### src/evt_lock_pkg.sv
// Package: register map, field positions and reset values of the event/lock bank
package evt_lock_pkg;
   // ==========================================
   // Register addresses (7-bit serial address space)
   localparam logic [6:0] ADDR_SYS_EVT_EN  = 7'h04;
   localparam logic [6:0] ADDR_USER_MEM0   = 7'h06;
   localparam logic [6:0] ADDR_USER_MEM3   = 7'h09;
   localparam logic [6:0] ADDR_WP_CTRL     = 7'h0a;
   localparam logic [6:0] ADDR_TRX_EVT_EN  = 7'h23;
   localparam logic [6:0] ADDR_WAKE_EVT_EN = 7'h4c;
   localparam logic [6:0] ADDR_TRX_EVT_ST  = 7'h63;
   localparam logic [6:0] ADDR_WAKE_EVT_ST = 7'h64;
   localparam logic [6:0] ADDR_DEV_ID      = 7'h7e;
   // ==========================================
   // Field positions
   localparam int SERIAL_FAULT_BIT  = 0;
   localparam int OVERTEMP_BIT      = 1;
   localparam int BUS_WAKEUP_BIT    = 0;
   localparam int CAN_FAILURE_BIT   = 1;
   localparam int BUS_SILENCE_BIT   = 4;
   localparam int WAKE_FALL_BIT     = 0;
   localparam int WAKE_RISE_BIT     = 1;
   // ==========================================
   // Writable masks and reset values
   localparam logic [7:0] SYS_EN_MASK   = 8'h03;
   localparam logic [7:0] TRX_EN_MASK   = 8'h13;
   localparam logic [7:0] WAKE_EN_MASK  = 8'h03;
   localparam logic [7:0] TRX_ST_MASK   = 8'h13;
   localparam logic [7:0] WAKE_ST_MASK  = 8'h03;
   localparam logic [7:0] WP_CTRL_MASK  = 8'h7f;
   localparam logic [7:0] RESET_BYTE    = 8'h00;
   localparam logic [1:0] TRX_MODE_ACTIVE = 2'h1;
   // ==========================================
   // Bundles
   typedef struct packed {
      logic       wr_en;
      logic [6:0] addr;
      logic [7:0] data;
   } reg_write_t;
   typedef struct packed {
      logic txd_clamped;
      logic vcc_undervolt;
      logic overtemp;
      logic serial_fault;
      logic bus_silence;
      logic bus_wakeup;
   } event_src_t;
endpackage

### src/event_enable_lock_regs.sv
// Event enables, wake-pin flags, lock control, user memory and device id
// Function
// - CAN failure is taken only in Normal mode with CAN Active, on clamped TXD or undervoltage with mode field 01.
// - A rising edge on the wake pin sets bit 1 of the wake status register; it reads 0 otherwise.
// - A falling edge on the wake pin sets bit 0 of the wake status register; it reads 0 otherwise.
// - System enable bit 1 gates overtemperature, bit 0 gates serial fault; upper bits read-only.
// - Transceiver enable bit 4 gates bus-silence detection; bits 7:5 and 3:2 read-only.
// - Transceiver enable bit 1 gates CAN failure capture.
// - Transceiver enable bit 0 gates remote bus wake-up detection.
// - Wake enable bit 1 gates rising-edge and bit 0 falling-edge detection; bits 7:2 read-only.
// - A read-only identification byte sits at 0x7E.
// - A lock bit at 1 blocks serial writes to its area, at 0 allows them; lock bits are read/write.
// - Lock bits 6..0 cover 68-6F, 50-5F, 40-4F, 30-3F, 20-2F, 10-1F and 06-09.
// - Locking blocks only serial writes; hardware keeps updating flags in locked areas.
// - Four user memory bytes at 0x06 to 0x09 are freely read and written, subject to lock.
// - Bit 7 of the lock register is reserved and read-only.
// - Host clears an event flag by writing 1; writing 0 leaves it.
`timescale 1ns/1ns
module event_enable_lock_regs #(
   parameter logic [7:0] DEVICE_ID = 8'h5a  // Arbitrary value
) (
   input  wire logic                            i_clk,
   input  wire logic                            i_rst_b,
   input  wire evt_lock_pkg::reg_write_t        i_wr,
   input  wire logic [6:0]                      i_rd_addr,
   input  wire evt_lock_pkg::event_src_t        i_evt,
   input  wire logic                            i_normal_mode,
   input  wire logic                            i_can_active,
   input  wire logic [1:0]                      i_transceiver_mode_field,
   input  wire logic                            i_wake_pin,
   output logic [7:0]                           o_rd_data,
   output logic                                 o_can_failure_flag,
   output logic                                 o_wake_rise_flag,
   output logic                                 o_wake_fall_flag,
   output logic                                 o_overtemp_warn_enable,
   output logic                                 o_serial_fault_enable,
   output logic                                 o_bus_silence_enable,
   output logic                                 o_bus_wakeup_enable,
   output logic                                 o_can_failure_enable
);
   // ==========================================
   // Reset synchroniser
   logic rst_meta;
   logic rst_b;
   always_ff @(posedge i_clk or negedge i_rst_b) begin
      if (!i_rst_b) begin
         rst_meta <= 1'b0;
         rst_b    <= 1'b0;
      end else begin
         rst_meta <= 1'b1;
         rst_b    <= rst_meta;
      end
   end

   // ==========================================
   // Lock decode
   function automatic logic is_locked(input logic [6:0] a, input logic [7:0] lk);
      logic r;
      r = 1'b0;
      if (a >= evt_lock_pkg::ADDR_USER_MEM0 && a <= evt_lock_pkg::ADDR_USER_MEM3)
         r = lk[0];
      else if (a[6:4] == 3'h1) r = lk[1];
      else if (a[6:4] == 3'h2) r = lk[2];
      else if (a[6:4] == 3'h3) r = lk[3];
      else if (a[6:4] == 3'h4) r = lk[4];
      else if (a[6:4] == 3'h5) r = lk[5];
      else if (a[6:3] == 4'hd) r = lk[6];
      return r;
   endfunction

   // ==========================================
   // Register state
   logic [7:0] system_event_enable;
   logic [7:0] transceiver_event_enable;
   logic [7:0] wake_pin_event_enable;
   logic [7:0] write_protect_control;
   logic [7:0] transceiver_event_status;
   logic [7:0] wake_pin_event_status;
   logic [7:0] user_mem [4];
   logic       wake_prev;
   logic [7:0] next_system_event_enable;
   logic [7:0] next_transceiver_event_enable;
   logic [7:0] next_wake_pin_event_enable;
   logic [7:0] next_write_protect_control;
   logic [7:0] next_transceiver_event_status;
   logic [7:0] next_wake_pin_event_status;
   logic [7:0] next_user_mem [4];
   logic       wr_ok;
   logic       can_fail_evt;
   logic       rise_evt;
   logic       fall_evt;
   logic [7:0] trx_set;
   logic [7:0] wake_set;

   always_comb begin
      wr_ok = i_wr.wr_en && !is_locked(i_wr.addr, write_protect_control);
      can_fail_evt = i_normal_mode && i_can_active && (i_evt.txd_clamped ||
         (i_evt.vcc_undervolt &&
          i_transceiver_mode_field == evt_lock_pkg::TRX_MODE_ACTIVE));
      rise_evt = i_wake_pin && !wake_prev;
      fall_evt = !i_wake_pin && wake_prev;
      trx_set = 8'h00;
      trx_set[evt_lock_pkg::CAN_FAILURE_BIT] = can_fail_evt &&
         transceiver_event_enable[evt_lock_pkg::CAN_FAILURE_BIT];
      trx_set[evt_lock_pkg::BUS_SILENCE_BIT] = i_evt.bus_silence &&
         transceiver_event_enable[evt_lock_pkg::BUS_SILENCE_BIT];
      trx_set[evt_lock_pkg::BUS_WAKEUP_BIT] = i_evt.bus_wakeup &&
         transceiver_event_enable[evt_lock_pkg::BUS_WAKEUP_BIT];
      wake_set = 8'h00;
      wake_set[evt_lock_pkg::WAKE_RISE_BIT] = rise_evt &&
         wake_pin_event_enable[evt_lock_pkg::WAKE_RISE_BIT];
      wake_set[evt_lock_pkg::WAKE_FALL_BIT] = fall_evt &&
         wake_pin_event_enable[evt_lock_pkg::WAKE_FALL_BIT];
      next_system_event_enable      = system_event_enable;
      next_transceiver_event_enable = transceiver_event_enable;
      next_wake_pin_event_enable    = wake_pin_event_enable;
      next_write_protect_control    = write_protect_control;
      next_transceiver_event_status = transceiver_event_status;
      next_wake_pin_event_status    = wake_pin_event_status;
      for (int i = 0; i < 4; i++) begin
         next_user_mem[i] = user_mem[i];
      end
      if (wr_ok) begin
         unique case (i_wr.addr)
            evt_lock_pkg::ADDR_SYS_EVT_EN:
               next_system_event_enable = i_wr.data & evt_lock_pkg::SYS_EN_MASK;
            evt_lock_pkg::ADDR_TRX_EVT_EN:
               next_transceiver_event_enable = i_wr.data & evt_lock_pkg::TRX_EN_MASK;
            evt_lock_pkg::ADDR_WAKE_EVT_EN:
               next_wake_pin_event_enable = i_wr.data & evt_lock_pkg::WAKE_EN_MASK;
            evt_lock_pkg::ADDR_WP_CTRL:
               next_write_protect_control = i_wr.data & evt_lock_pkg::WP_CTRL_MASK;
            evt_lock_pkg::ADDR_TRX_EVT_ST:
               next_transceiver_event_status = transceiver_event_status &
                  ~(i_wr.data & evt_lock_pkg::TRX_ST_MASK);
            evt_lock_pkg::ADDR_WAKE_EVT_ST:
               next_wake_pin_event_status = wake_pin_event_status &
                  ~(i_wr.data & evt_lock_pkg::WAKE_ST_MASK);
            default: begin
               if (i_wr.addr >= evt_lock_pkg::ADDR_USER_MEM0 &&
                   i_wr.addr <= evt_lock_pkg::ADDR_USER_MEM3) begin
                  next_user_mem[i_wr.addr[1:0] - 2'd2] = i_wr.data;
               end
            end
         endcase
      end
      // Hardware set wins over a same-cycle clear, lock or not
      next_transceiver_event_status = next_transceiver_event_status | trx_set;
      next_wake_pin_event_status    = next_wake_pin_event_status | wake_set;
   end

   always_ff @(posedge i_clk or negedge rst_b) begin
      if (!rst_b) begin
         system_event_enable      <= evt_lock_pkg::RESET_BYTE;
         transceiver_event_enable <= evt_lock_pkg::RESET_BYTE;
         wake_pin_event_enable    <= evt_lock_pkg::RESET_BYTE;
         write_protect_control    <= evt_lock_pkg::RESET_BYTE;
         transceiver_event_status <= evt_lock_pkg::RESET_BYTE;
         wake_pin_event_status    <= evt_lock_pkg::RESET_BYTE;
         wake_prev                <= 1'b0;
         for (int i = 0; i < 4; i++) begin
            user_mem[i] <= evt_lock_pkg::RESET_BYTE;
         end
      end else begin
         system_event_enable      <= next_system_event_enable;
         transceiver_event_enable <= next_transceiver_event_enable;
         wake_pin_event_enable    <= next_wake_pin_event_enable;
         write_protect_control    <= next_write_protect_control;
         transceiver_event_status <= next_transceiver_event_status;
         wake_pin_event_status    <= next_wake_pin_event_status;
         wake_prev                <= i_wake_pin;
         for (int i = 0; i < 4; i++) begin
            user_mem[i] <= next_user_mem[i];
         end
      end
   end

   // ==========================================
   // Read path, registered
   logic [7:0] next_rd_data;
   always_comb begin
      next_rd_data = 8'h00;
      unique case (i_rd_addr)
         evt_lock_pkg::ADDR_SYS_EVT_EN:  next_rd_data = system_event_enable;
         evt_lock_pkg::ADDR_TRX_EVT_EN:  next_rd_data = transceiver_event_enable;
         evt_lock_pkg::ADDR_WAKE_EVT_EN: next_rd_data = wake_pin_event_enable;
         evt_lock_pkg::ADDR_WP_CTRL:     next_rd_data = write_protect_control;
         evt_lock_pkg::ADDR_TRX_EVT_ST:  next_rd_data = transceiver_event_status;
         evt_lock_pkg::ADDR_WAKE_EVT_ST: next_rd_data = wake_pin_event_status;
         evt_lock_pkg::ADDR_DEV_ID:      next_rd_data = DEVICE_ID;
         default: begin
            if (i_rd_addr >= evt_lock_pkg::ADDR_USER_MEM0 &&
                i_rd_addr <= evt_lock_pkg::ADDR_USER_MEM3) begin
               next_rd_data = user_mem[i_rd_addr[1:0] - 2'd2];
            end
         end
      endcase
   end

   always_ff @(posedge i_clk or negedge rst_b) begin
      if (!rst_b) begin
         o_rd_data <= 8'h00;
      end else begin
         o_rd_data <= next_rd_data;
      end
   end

   assign o_can_failure_flag     = transceiver_event_status[evt_lock_pkg::CAN_FAILURE_BIT];
   assign o_wake_rise_flag       = wake_pin_event_status[evt_lock_pkg::WAKE_RISE_BIT];
   assign o_wake_fall_flag       = wake_pin_event_status[evt_lock_pkg::WAKE_FALL_BIT];
   assign o_overtemp_warn_enable = system_event_enable[evt_lock_pkg::OVERTEMP_BIT];
   assign o_serial_fault_enable  = system_event_enable[evt_lock_pkg::SERIAL_FAULT_BIT];
   assign o_bus_silence_enable   = transceiver_event_enable[evt_lock_pkg::BUS_SILENCE_BIT];
   assign o_bus_wakeup_enable    = transceiver_event_enable[evt_lock_pkg::BUS_WAKEUP_BIT];
   assign o_can_failure_enable   = transceiver_event_enable[evt_lock_pkg::CAN_FAILURE_BIT];

   // ==========================================
   // Assertions
   a_rise_sets_flag: assert property (@(posedge i_clk) disable iff (!rst_b)
      (rise_evt && wake_pin_event_enable[1]) |=> wake_pin_event_status[1])
      else $error("rising edge lost");
   a_fall_sets_flag: assert property (@(posedge i_clk) disable iff (!rst_b)
      (fall_evt && wake_pin_event_enable[0]) |=> wake_pin_event_status[0])
      else $error("falling edge lost");
   a_disabled_no_set: assert property (@(posedge i_clk) disable iff (!rst_b)
      (!wake_pin_event_enable[1] && !wake_pin_event_status[1]) |=> !wake_pin_event_status[1])
      else $error("disabled flag set");
   a_locked_no_write: assert property (@(posedge i_clk) disable iff (!rst_b)
      (i_wr.wr_en && i_wr.addr == evt_lock_pkg::ADDR_USER_MEM0 && write_protect_control[0])
      |=> $stable(user_mem[0]))
      else $error("locked write landed");
   a_mem_write: assert property (@(posedge i_clk) disable iff (!rst_b)
      (i_wr.wr_en && i_wr.addr == evt_lock_pkg::ADDR_USER_MEM3 && !write_protect_control[0])
      |=> user_mem[3] == $past(i_wr.data))
      else $error("memory write missed");
   a_lock_rsvd: assert property (@(posedge i_clk) disable iff (!rst_b)
      !write_protect_control[7])
      else $error("lock bit 7 set");
   a_clear_by_one: assert property (@(posedge i_clk) disable iff (!rst_b)
      (wr_ok && i_wr.addr == evt_lock_pkg::ADDR_WAKE_EVT_ST && i_wr.data[1] && !wake_set[1])
      |=> !wake_pin_event_status[1])
      else $error("flag not cleared");
   a_can_fail_gate: assert property (@(posedge i_clk) disable iff (!rst_b)
      (!i_normal_mode && !transceiver_event_status[1]) |=> !transceiver_event_status[1])
      else $error("CAN failure outside Normal");
   a_id_read: assert property (@(posedge i_clk) disable iff (!rst_b)
      i_rd_addr == evt_lock_pkg::ADDR_DEV_ID |=> o_rd_data == DEVICE_ID)
      else $error("id mismatch");
   // Reserved bits are masked on every write, so they must never read back 1
   a_sys_en_rsvd: assert property (@(posedge i_clk) disable iff (!rst_b)
      (system_event_enable & ~evt_lock_pkg::SYS_EN_MASK) == 8'h00)
      else $error("system enable reserved bit set");
   a_trx_en_rsvd: assert property (@(posedge i_clk) disable iff (!rst_b)
      (transceiver_event_enable & ~evt_lock_pkg::TRX_EN_MASK) == 8'h00)
      else $error("transceiver enable reserved bit set");
   a_wake_en_rsvd: assert property (@(posedge i_clk) disable iff (!rst_b)
      (wake_pin_event_enable & ~evt_lock_pkg::WAKE_EN_MASK) == 8'h00)
      else $error("wake enable reserved bit set");
   a_cf_en_gate: assert property (@(posedge i_clk) disable iff (!rst_b)
      (!transceiver_event_enable[1] && !transceiver_event_status[1])
      |=> !transceiver_event_status[1])
      else $error("disabled CAN failure set");
   a_silence_capture: assert property (@(posedge i_clk) disable iff (!rst_b)
      (i_evt.bus_silence && transceiver_event_enable[4]) |=> transceiver_event_status[4])
      else $error("bus silence lost");
   a_wakeup_capture: assert property (@(posedge i_clk) disable iff (!rst_b)
      (i_evt.bus_wakeup && transceiver_event_enable[0]) |=> transceiver_event_status[0])
      else $error("bus wake-up lost");
   a_txd_fail_capture: assert property (@(posedge i_clk) disable iff (!rst_b)
      (i_normal_mode && i_can_active && i_evt.txd_clamped && transceiver_event_enable[1])
      |=> transceiver_event_status[1])
      else $error("clamped transmit failure lost");
   a_uv_mode_gate: assert property (@(posedge i_clk) disable iff (!rst_b)
      (i_normal_mode && i_can_active && !i_evt.txd_clamped && i_evt.vcc_undervolt &&
       i_transceiver_mode_field != evt_lock_pkg::TRX_MODE_ACTIVE &&
       !transceiver_event_status[1]) |=> !transceiver_event_status[1])
      else $error("undervoltage failure outside mode 01");
   a_locked_hw_set: assert property (@(posedge i_clk) disable iff (!rst_b)
      (write_protect_control[4] && rise_evt && wake_pin_event_enable[1])
      |=> wake_pin_event_status[1])
      else $error("flag update blocked by lock");
   a_lock_reg_write: assert property (@(posedge i_clk) disable iff (!rst_b)
      (i_wr.wr_en && i_wr.addr == evt_lock_pkg::ADDR_WP_CTRL)
      |=> write_protect_control == ($past(i_wr.data) & evt_lock_pkg::WP_CTRL_MASK))
      else $error("lock register write missed");
   a_wake_en_locked: assert property (@(posedge i_clk) disable iff (!rst_b)
      (i_wr.wr_en && i_wr.addr == evt_lock_pkg::ADDR_WAKE_EVT_EN && write_protect_control[4])
      |=> $stable(wake_pin_event_enable))
      else $error("locked wake enable written");
   a_zero_write_keeps: assert property (@(posedge i_clk) disable iff (!rst_b)
      (i_wr.wr_en && i_wr.addr == evt_lock_pkg::ADDR_TRX_EVT_ST && i_wr.data == 8'h00 &&
       transceiver_event_status[1]) |=> transceiver_event_status[1])
      else $error("zero write cleared a flag");
   c_wake_rise: cover property (@(posedge i_clk) disable iff (!rst_b) wake_set[1]);
   c_locked_wr: cover property (@(posedge i_clk) disable iff (!rst_b) i_wr.wr_en && !wr_ok);
   c_can_fail: cover property (@(posedge i_clk) disable iff (!rst_b) trx_set[1]);
   c_wake_fall: cover property (@(posedge i_clk) disable iff (!rst_b) wake_set[0]);
   c_flag_clear: cover property (@(posedge i_clk) disable iff (!rst_b)
      wr_ok && i_wr.addr == evt_lock_pkg::ADDR_TRX_EVT_ST && i_wr.data[1]);
endmodule

### config.mk
export PLATFORM = sky130hd
export DESIGN_NAME = event_enable_lock_regs
export DESIGN_NICKNAME = d
export VERILOG_FILES = /design/src/evt_lock_pkg.sv /design/src/event_enable_lock_regs.sv
export SDC_FILE = /design/constraint.sdc
export NUM_CORES = 1
export LEC_CHECK = 0
export BUFFER_PORTS_ARGS = -buffer_cell sky130_fd_sc_hd__buf_2
export CAP_MARGIN = 10
export CORE_MARGIN = 2
export CORE_UTILIZATION = 40
export DETAILED_ROUTE_END_ITERATION = 7
export GPL_TIMING_DRIVEN = 0
export PLACE_DENSITY = 0.69
export SLEW_MARGIN = 10
export SYNTH_ARGS = -nofsm -noshare
export SYNTH_HDL_FRONTEND = slang
export SYNTH_SLANG_ARGS = --single-unit
### constraint.sdc
create_clock -name i_clk -period 3.6 [get_ports i_clk]
set_clock_uncertainty 0.05 [all_clocks]
set_input_delay 0.18 -clock i_clk [delete_from_list [all_inputs] [get_ports i_clk]]
set_output_delay 0.18 -clock i_clk [all_outputs]
set_load 0.01 [all_outputs]
Word-level counts from Yosys, hierarchy flattened. Cells that the tools add are included.

Reductions and logical operators: 24. Order comparisons: 7. $add $sub $neg: 2. Mux-type cells: 19. Eq/ne operators: 20. Bitwise gates (word level): 9.

Operators with widths (count): $mux 8 (8); $pmux 8 s7 (1); $eq 7x7->1 const B (7); $bwmux 32 (1); $and 8x8->8 (2); $bmux 8 s2 (1); $demux 8 s2 (1); $eq 7x3->1 const B (2); $eq 7x4->1 const B (2); $eq 7x6->1 const B (2); $ge 7x3->1 const B (2); $le 7x4->1 const B (2); $logic_and 1x1->1 (14); $not 2->8 (1); $not 5->8 (1); $or 8x2->8 (1); $or 8x5->8 (1); $reduce_and 2->1 (4); $mux 1 (7); $eq 3x2->1 const B (2); $eq 3x3->1 const B (2); $ge 3x3->1 const B (2); $not 2->3 (2); $reduce_or 6->1 (1); 9 further kinds (12).

Logic and storage cells: 95. Flip-flop bits (word level): 73. Output and inout port bits: 16.

Longest topological paths before layout.
Depth after elaboration: 12. Mapped depth: 6. Gate-level depth less buffers: 5.

Worst setup path before layout. OpenSTA, ideal clock, no wires.

Kind: register to register. Start point: reg write_protect_control[5]. End point: reg write_protect_control[0]. Period minus slack after synthesis: 1.822 ns. Buffers on the path: 0. Arrival: 1.648 ns. Stages on the path, launching flop included: 6. Path slack: 1.778 ns. Setup time: 0.125 ns. Path through: dfrtp_1 -> mux2i_1 -> o221ai_2 -> a2111oi_4 -> nand4b_4 -> mux2_2.

Word-level cells in the longest chain between the ends: 9.

Ends and longest elaborated chain: start: declaration (line event_enable_lock_regs.sv:76) `logic [7:0] write_protect_control;`; start signal: assignment (line event_enable_lock_regs.sv:157) `write_protect_control <= evt_lock_pkg::RESET_BYTE;`; start signal: assignment (line event_enable_lock_regs.sv:168) `write_protect_control <= next_write_protect_control;`; $mux 1 (line event_enable_lock_regs.sv:66) `else if (a[6:4] == 3'h5) r = lk[5];`; $mux 1 (line event_enable_lock_regs.sv:65) `else if (a[6:4] == 3'h4) r = lk[4];`; $mux 1 (line event_enable_lock_regs.sv:64) `else if (a[6:4] == 3'h3) r = lk[3];`; $mux 1 (line event_enable_lock_regs.sv:63) `else if (a[6:4] == 3'h2) r = lk[2];`; $mux 1 (line event_enable_lock_regs.sv:62) `else if (a[6:4] == 3'h1) r = lk[1];`; $mux 1 (line event_enable_lock_regs.sv:60) `if (a >= evt_lock_pkg::ADDR_USER_MEM0 && a <= evt_lock_pkg::ADDR_USER_MEM3)`; $logic_not 1->1 (line event_enable_lock_regs.sv:96) `wr_ok = i_wr.wr_en && !is_locked(i_wr.addr, write_protect_control);`; $logic_and 1x1->1 (line event_enable_lock_regs.sv:96); $reduce_and 2->1 (no source line).

No other way between the ends. A chain may end at the register's enable or synchronous reset.

Final worst setup path.
Start point: reg write_protect_control[2]. End point: reg transceiver_event_enable[1].

Word-level cells in the longest chain between the ends: 6.

Ends and longest elaborated chain: $mux 1 (line event_enable_lock_regs.sv:63); $mux 1 (line event_enable_lock_regs.sv:62); $mux 1 (line event_enable_lock_regs.sv:60); $logic_not 1->1 (line event_enable_lock_regs.sv:96); $logic_and 1x1->1 (line event_enable_lock_regs.sv:96); $reduce_and 2->1 (no source line); end signal: assignment (line event_enable_lock_regs.sv:155) `transceiver_event_enable <= evt_lock_pkg::RESET_BYTE;`; end signal: assignment (line event_enable_lock_regs.sv:166) `transceiver_event_enable <= next_transceiver_event_enable;`; end: declaration (line event_enable_lock_regs.sv:74) `logic [7:0] transceiver_event_enable;`.

No other way between the ends.

==> summary.txt <==
Clock network
  – Longest Clk Path Bufs: 2
  – Htree depth: 3
  – CTS sink cnt: 62
  – CTS Root Cell: clkbuf_8
  – TritonCTS Buffers: 9
  – TritonCTS clock tree: done
  – Buffer count from post-CTS setup fixing: 0
  – Worst skew pair latency: 340 ps
  – Clk slew on worst S/H paths: 80 ps

Yosys
  – Synth warn: 0
  – Async S/R FF share, synth: between 90% and 100%
  – Post-synth EDFFs: 0
  – Largest cells by area after synthesis: dfrtp_1 (53%), mux2_2 (18%), mux4_2 (6.2%)
  – Area of the mapped netlist: ~2900 um2
  – Cell type with the largest total area after synthesis: dfrtp_1
  – Syn Inst Count: around 220
  – Mean Syn Cell Area: 13.4 um2
  – Syn Nets: 252
  – Count of different cell masters after synthesis: 42
  – Area share of the largest cell type after synthesis: 53.5%
  – Sequential-to-total area share from yosys stat: 53.5%
  – Flops & latches, synth: between 60 and 70
  – Top FF cell, synth: dfrtp_1

Route
  – Iteration-0 DRC Markers: between 80 and 90
  – Via-to-Cell Ratio: 5.23
  – Residual DRC: 0
  – ANT nets after route: 0
  – Avg WL per Cell: 16.8 um
  – DRT Pass-1 Iters: 4
  – Routed WL: 6380 um
  – Vias: 1989

Final layout
  – Fillers: 660
  – NumNets Final: ~310
  – P&R area growth vs syn: 20.0%
  – Share of cells above drive strength 1: 46.6%
  – # diodes: 0
  – Register area: roughly 1600 um2
  – Multi-input gate area: between 1000 and 1500 um2
  – Post-Layout Cell Count: 380

Worst setup path
  – WP data arrival: roughly 2300 ps
  – Cell family with most CP delay: multiplexers
  – Crit Path Max Fanout: 3
  – Crit. End Element: register
  – Startpoint Class: register
  – Slowest stage delay, CP: 670 ps
  – Critical Path Most Common Cell: mux2_2
  – CP Class: reg2reg
  – Worst path bufs/invs: 0
  – Slowest CP cell: nor4_1
  – Crit path cell chain: mux2_2, a21o_1, nor4_1, mux2_2
  – Worst Path Required: 3770 ps

Placement
  – Routability cong.: 0.879
  – Port Buf Inserts: 47
  – Placed Instances: 362
  – Hpwl dp: roughly 4500 um

STA
  – Rel. slew slack: ~46%
  – Setup Viol. Count Final: 0
  – Hold Worst Slack: between 9 and 10 ps
  – Fmax: roughly 470 MHz
  – Tmin final: 2110 ps
  – Slew @ Worst Pin: roughly 800 ps
  – Crit share post-route: 58.7%
  – Hold Fails Final Rpt: 0
  – RSZ-0062 raised after global routing: no
  – Final slew viol count: 0
  – Fin Setup TNS: 0 ps

Power and ir drop
  – P_leak: 1.65 nW
  – Largest vdd supply drop: 162 uV
  – Pwr dens: 454 nW/um2

Die
  – Core Area: 7140 um2
  – # rows: 31
  – Die height: roughly 89 um
  – Full die area: around 8000 um2
  – Die width: 89.2 um
  – Initial Util: 40.7%
  – IO Pins: 52

Global routing
  – Met2 global-route usage: 28.4%
  – Met1 Use GR: 21.8%
  – GRT busiest layer: met2
  – First-pass GRT wire length: 10000 um
  – GRT overflow: 0
  – Global routing usage on met3: under 10%
  – Tot GR Track Use: 17.1%
  – Number of global-route vias before repair: ~2000
  – Initial antenna violation count: 0
  – Largest net degree at the start of global routing: 61

Flow run
  – Maxcap violations: 0

Run status
  – Run status: finished clean

Hold path
  – Hold crit path type: in2reg
worst register-to-register path, cell delays in order (launching register included):
cell and delay [ps]:
dfrtp_1 400, mux2_2 290, a21o_1 180, nor4_1 670
mux2_2 410
cells in the final DEF (no fill, tap or decap), types with 4 or more instances in the layout:
master / Yosys / final
nand2_1: 14 / 14
nand3_1: 10 / 10
o21ai_0: 6 / 6
nor2_1: 6 / 6
nor2b_1: 4 / 4
buf_2: 1 / 48
dfrtp_1: 62 / 61
mux4_2: 8 / 8
mux2_2: 47 / 47
clkbuf_8: 0 / 9
a22o_1: 5 / 5
inv_1: 4 / 4
sequential cells by signal, summed over array words and instances (netlist names):
| register | cells |
|---|---|
| o_rd_data | 8 |
| rst_b | 1 |
| rst_meta | 1 |
| system_event_enable | 2 |
| transceiver_event_enable | 3 |
| transceiver_event_status | 3 |
| user_mem | 32 |
| wake_pin_event_enable | 2 |
| wake_pin_event_status | 2 |
| wake_prev | 1 |
| write_protect_control | 7 |
final cells by class:
cell class | count | share of cell area [%]
Multi-Input combinational cell | 145 | 37.8
Buffer | 5 | 0.575
Inverter | 4 | 0.431
Clock inverter | 7 | 2.08
Clock buffer | 9 | 3.56
Timing Repair Buffer | 49 | 7.33
Tap cell | 99 | 3.56
Sequential cell | 62 | 44.7
stage by stage:
step | worst slack (ps) | util (%) | total power [mW] | cell area (um2)
after floorplan | 1700 | - | 0.907 | 2900
after global placement | 1010 | 45.7 | 0.978 | 3260
after detailed placement | 1450 | 45.7 | 0.986 | 3260
after CTS | 1470 | 48.8 | 1.60 | 3480
after global routing | 1410 | 48.8 | 1.65 | 3480
final | 1490 | 48.8 | 1.58 | 3480
path summary, 6_finish.rpt:
path | startpoint | to | slack (ps) | depth (start not counted)
min in group asynchronous | i_rst_b | rst_b | 100 | 2
hold reg to reg | rst_meta | rst_b | 300 | 0
setup / recovery | write_protect_control[2] | transceiver_event_enable[1] | 1490 | 4
hold / removal | i_evt[0] | transceiver_event_status[0] | 9 | 2
setup reg to reg | write_protect_control[2] | transceiver_event_enable[1] | 1490 | 4
max in group asynchronous | rst_b | user_mem[4] | 2640 | 0
synth_stat cells (all sizes together) (2+ instances only):
cell and instances:
buf 3, nor2 8, clkbuf 2, nor4b 2, a221oi 3, nor4 3, mux2i 2, nand3b 2
nand2 16, dfrtp 62, nor2b 4, nand3 10, nor4bb 3, o21ai 6, inv 4, a22o 5
a221o 2, a21oi 3, mux4 8, and2 3, mux2 47
layer usage:
layer	share of wire, %	up-vias
met4	1.6	0
met2	49	52
met1	44	993
met3	5.0	8
li1	-	936
met5	0	-
cell families after synthesis:
family | share of synthesized area [%]
DFF | 53.5
other | 0.129
and+or+nand+nor | 12.4
muxes | 25.1
buffers and inverters | 1.21
AOI/OAI and AO/OA | 7.68
report_power, final:
part,switching (mW),internal (mW),leakage [nW],total [mW]
sequential,0.0505,0.756,0.834,0.806
combinational,0.0742,0.0911,0.721,0.165
clock,0.286,0.322,0.0960,0.608
total,0.411,1.17,1.65,1.58
repair_timing:
action                    CTS  global route
hold buffers                2             0
hold endpoints to repair    4             0
resized for setup           0             0
(Power assumes the default switching activity.)
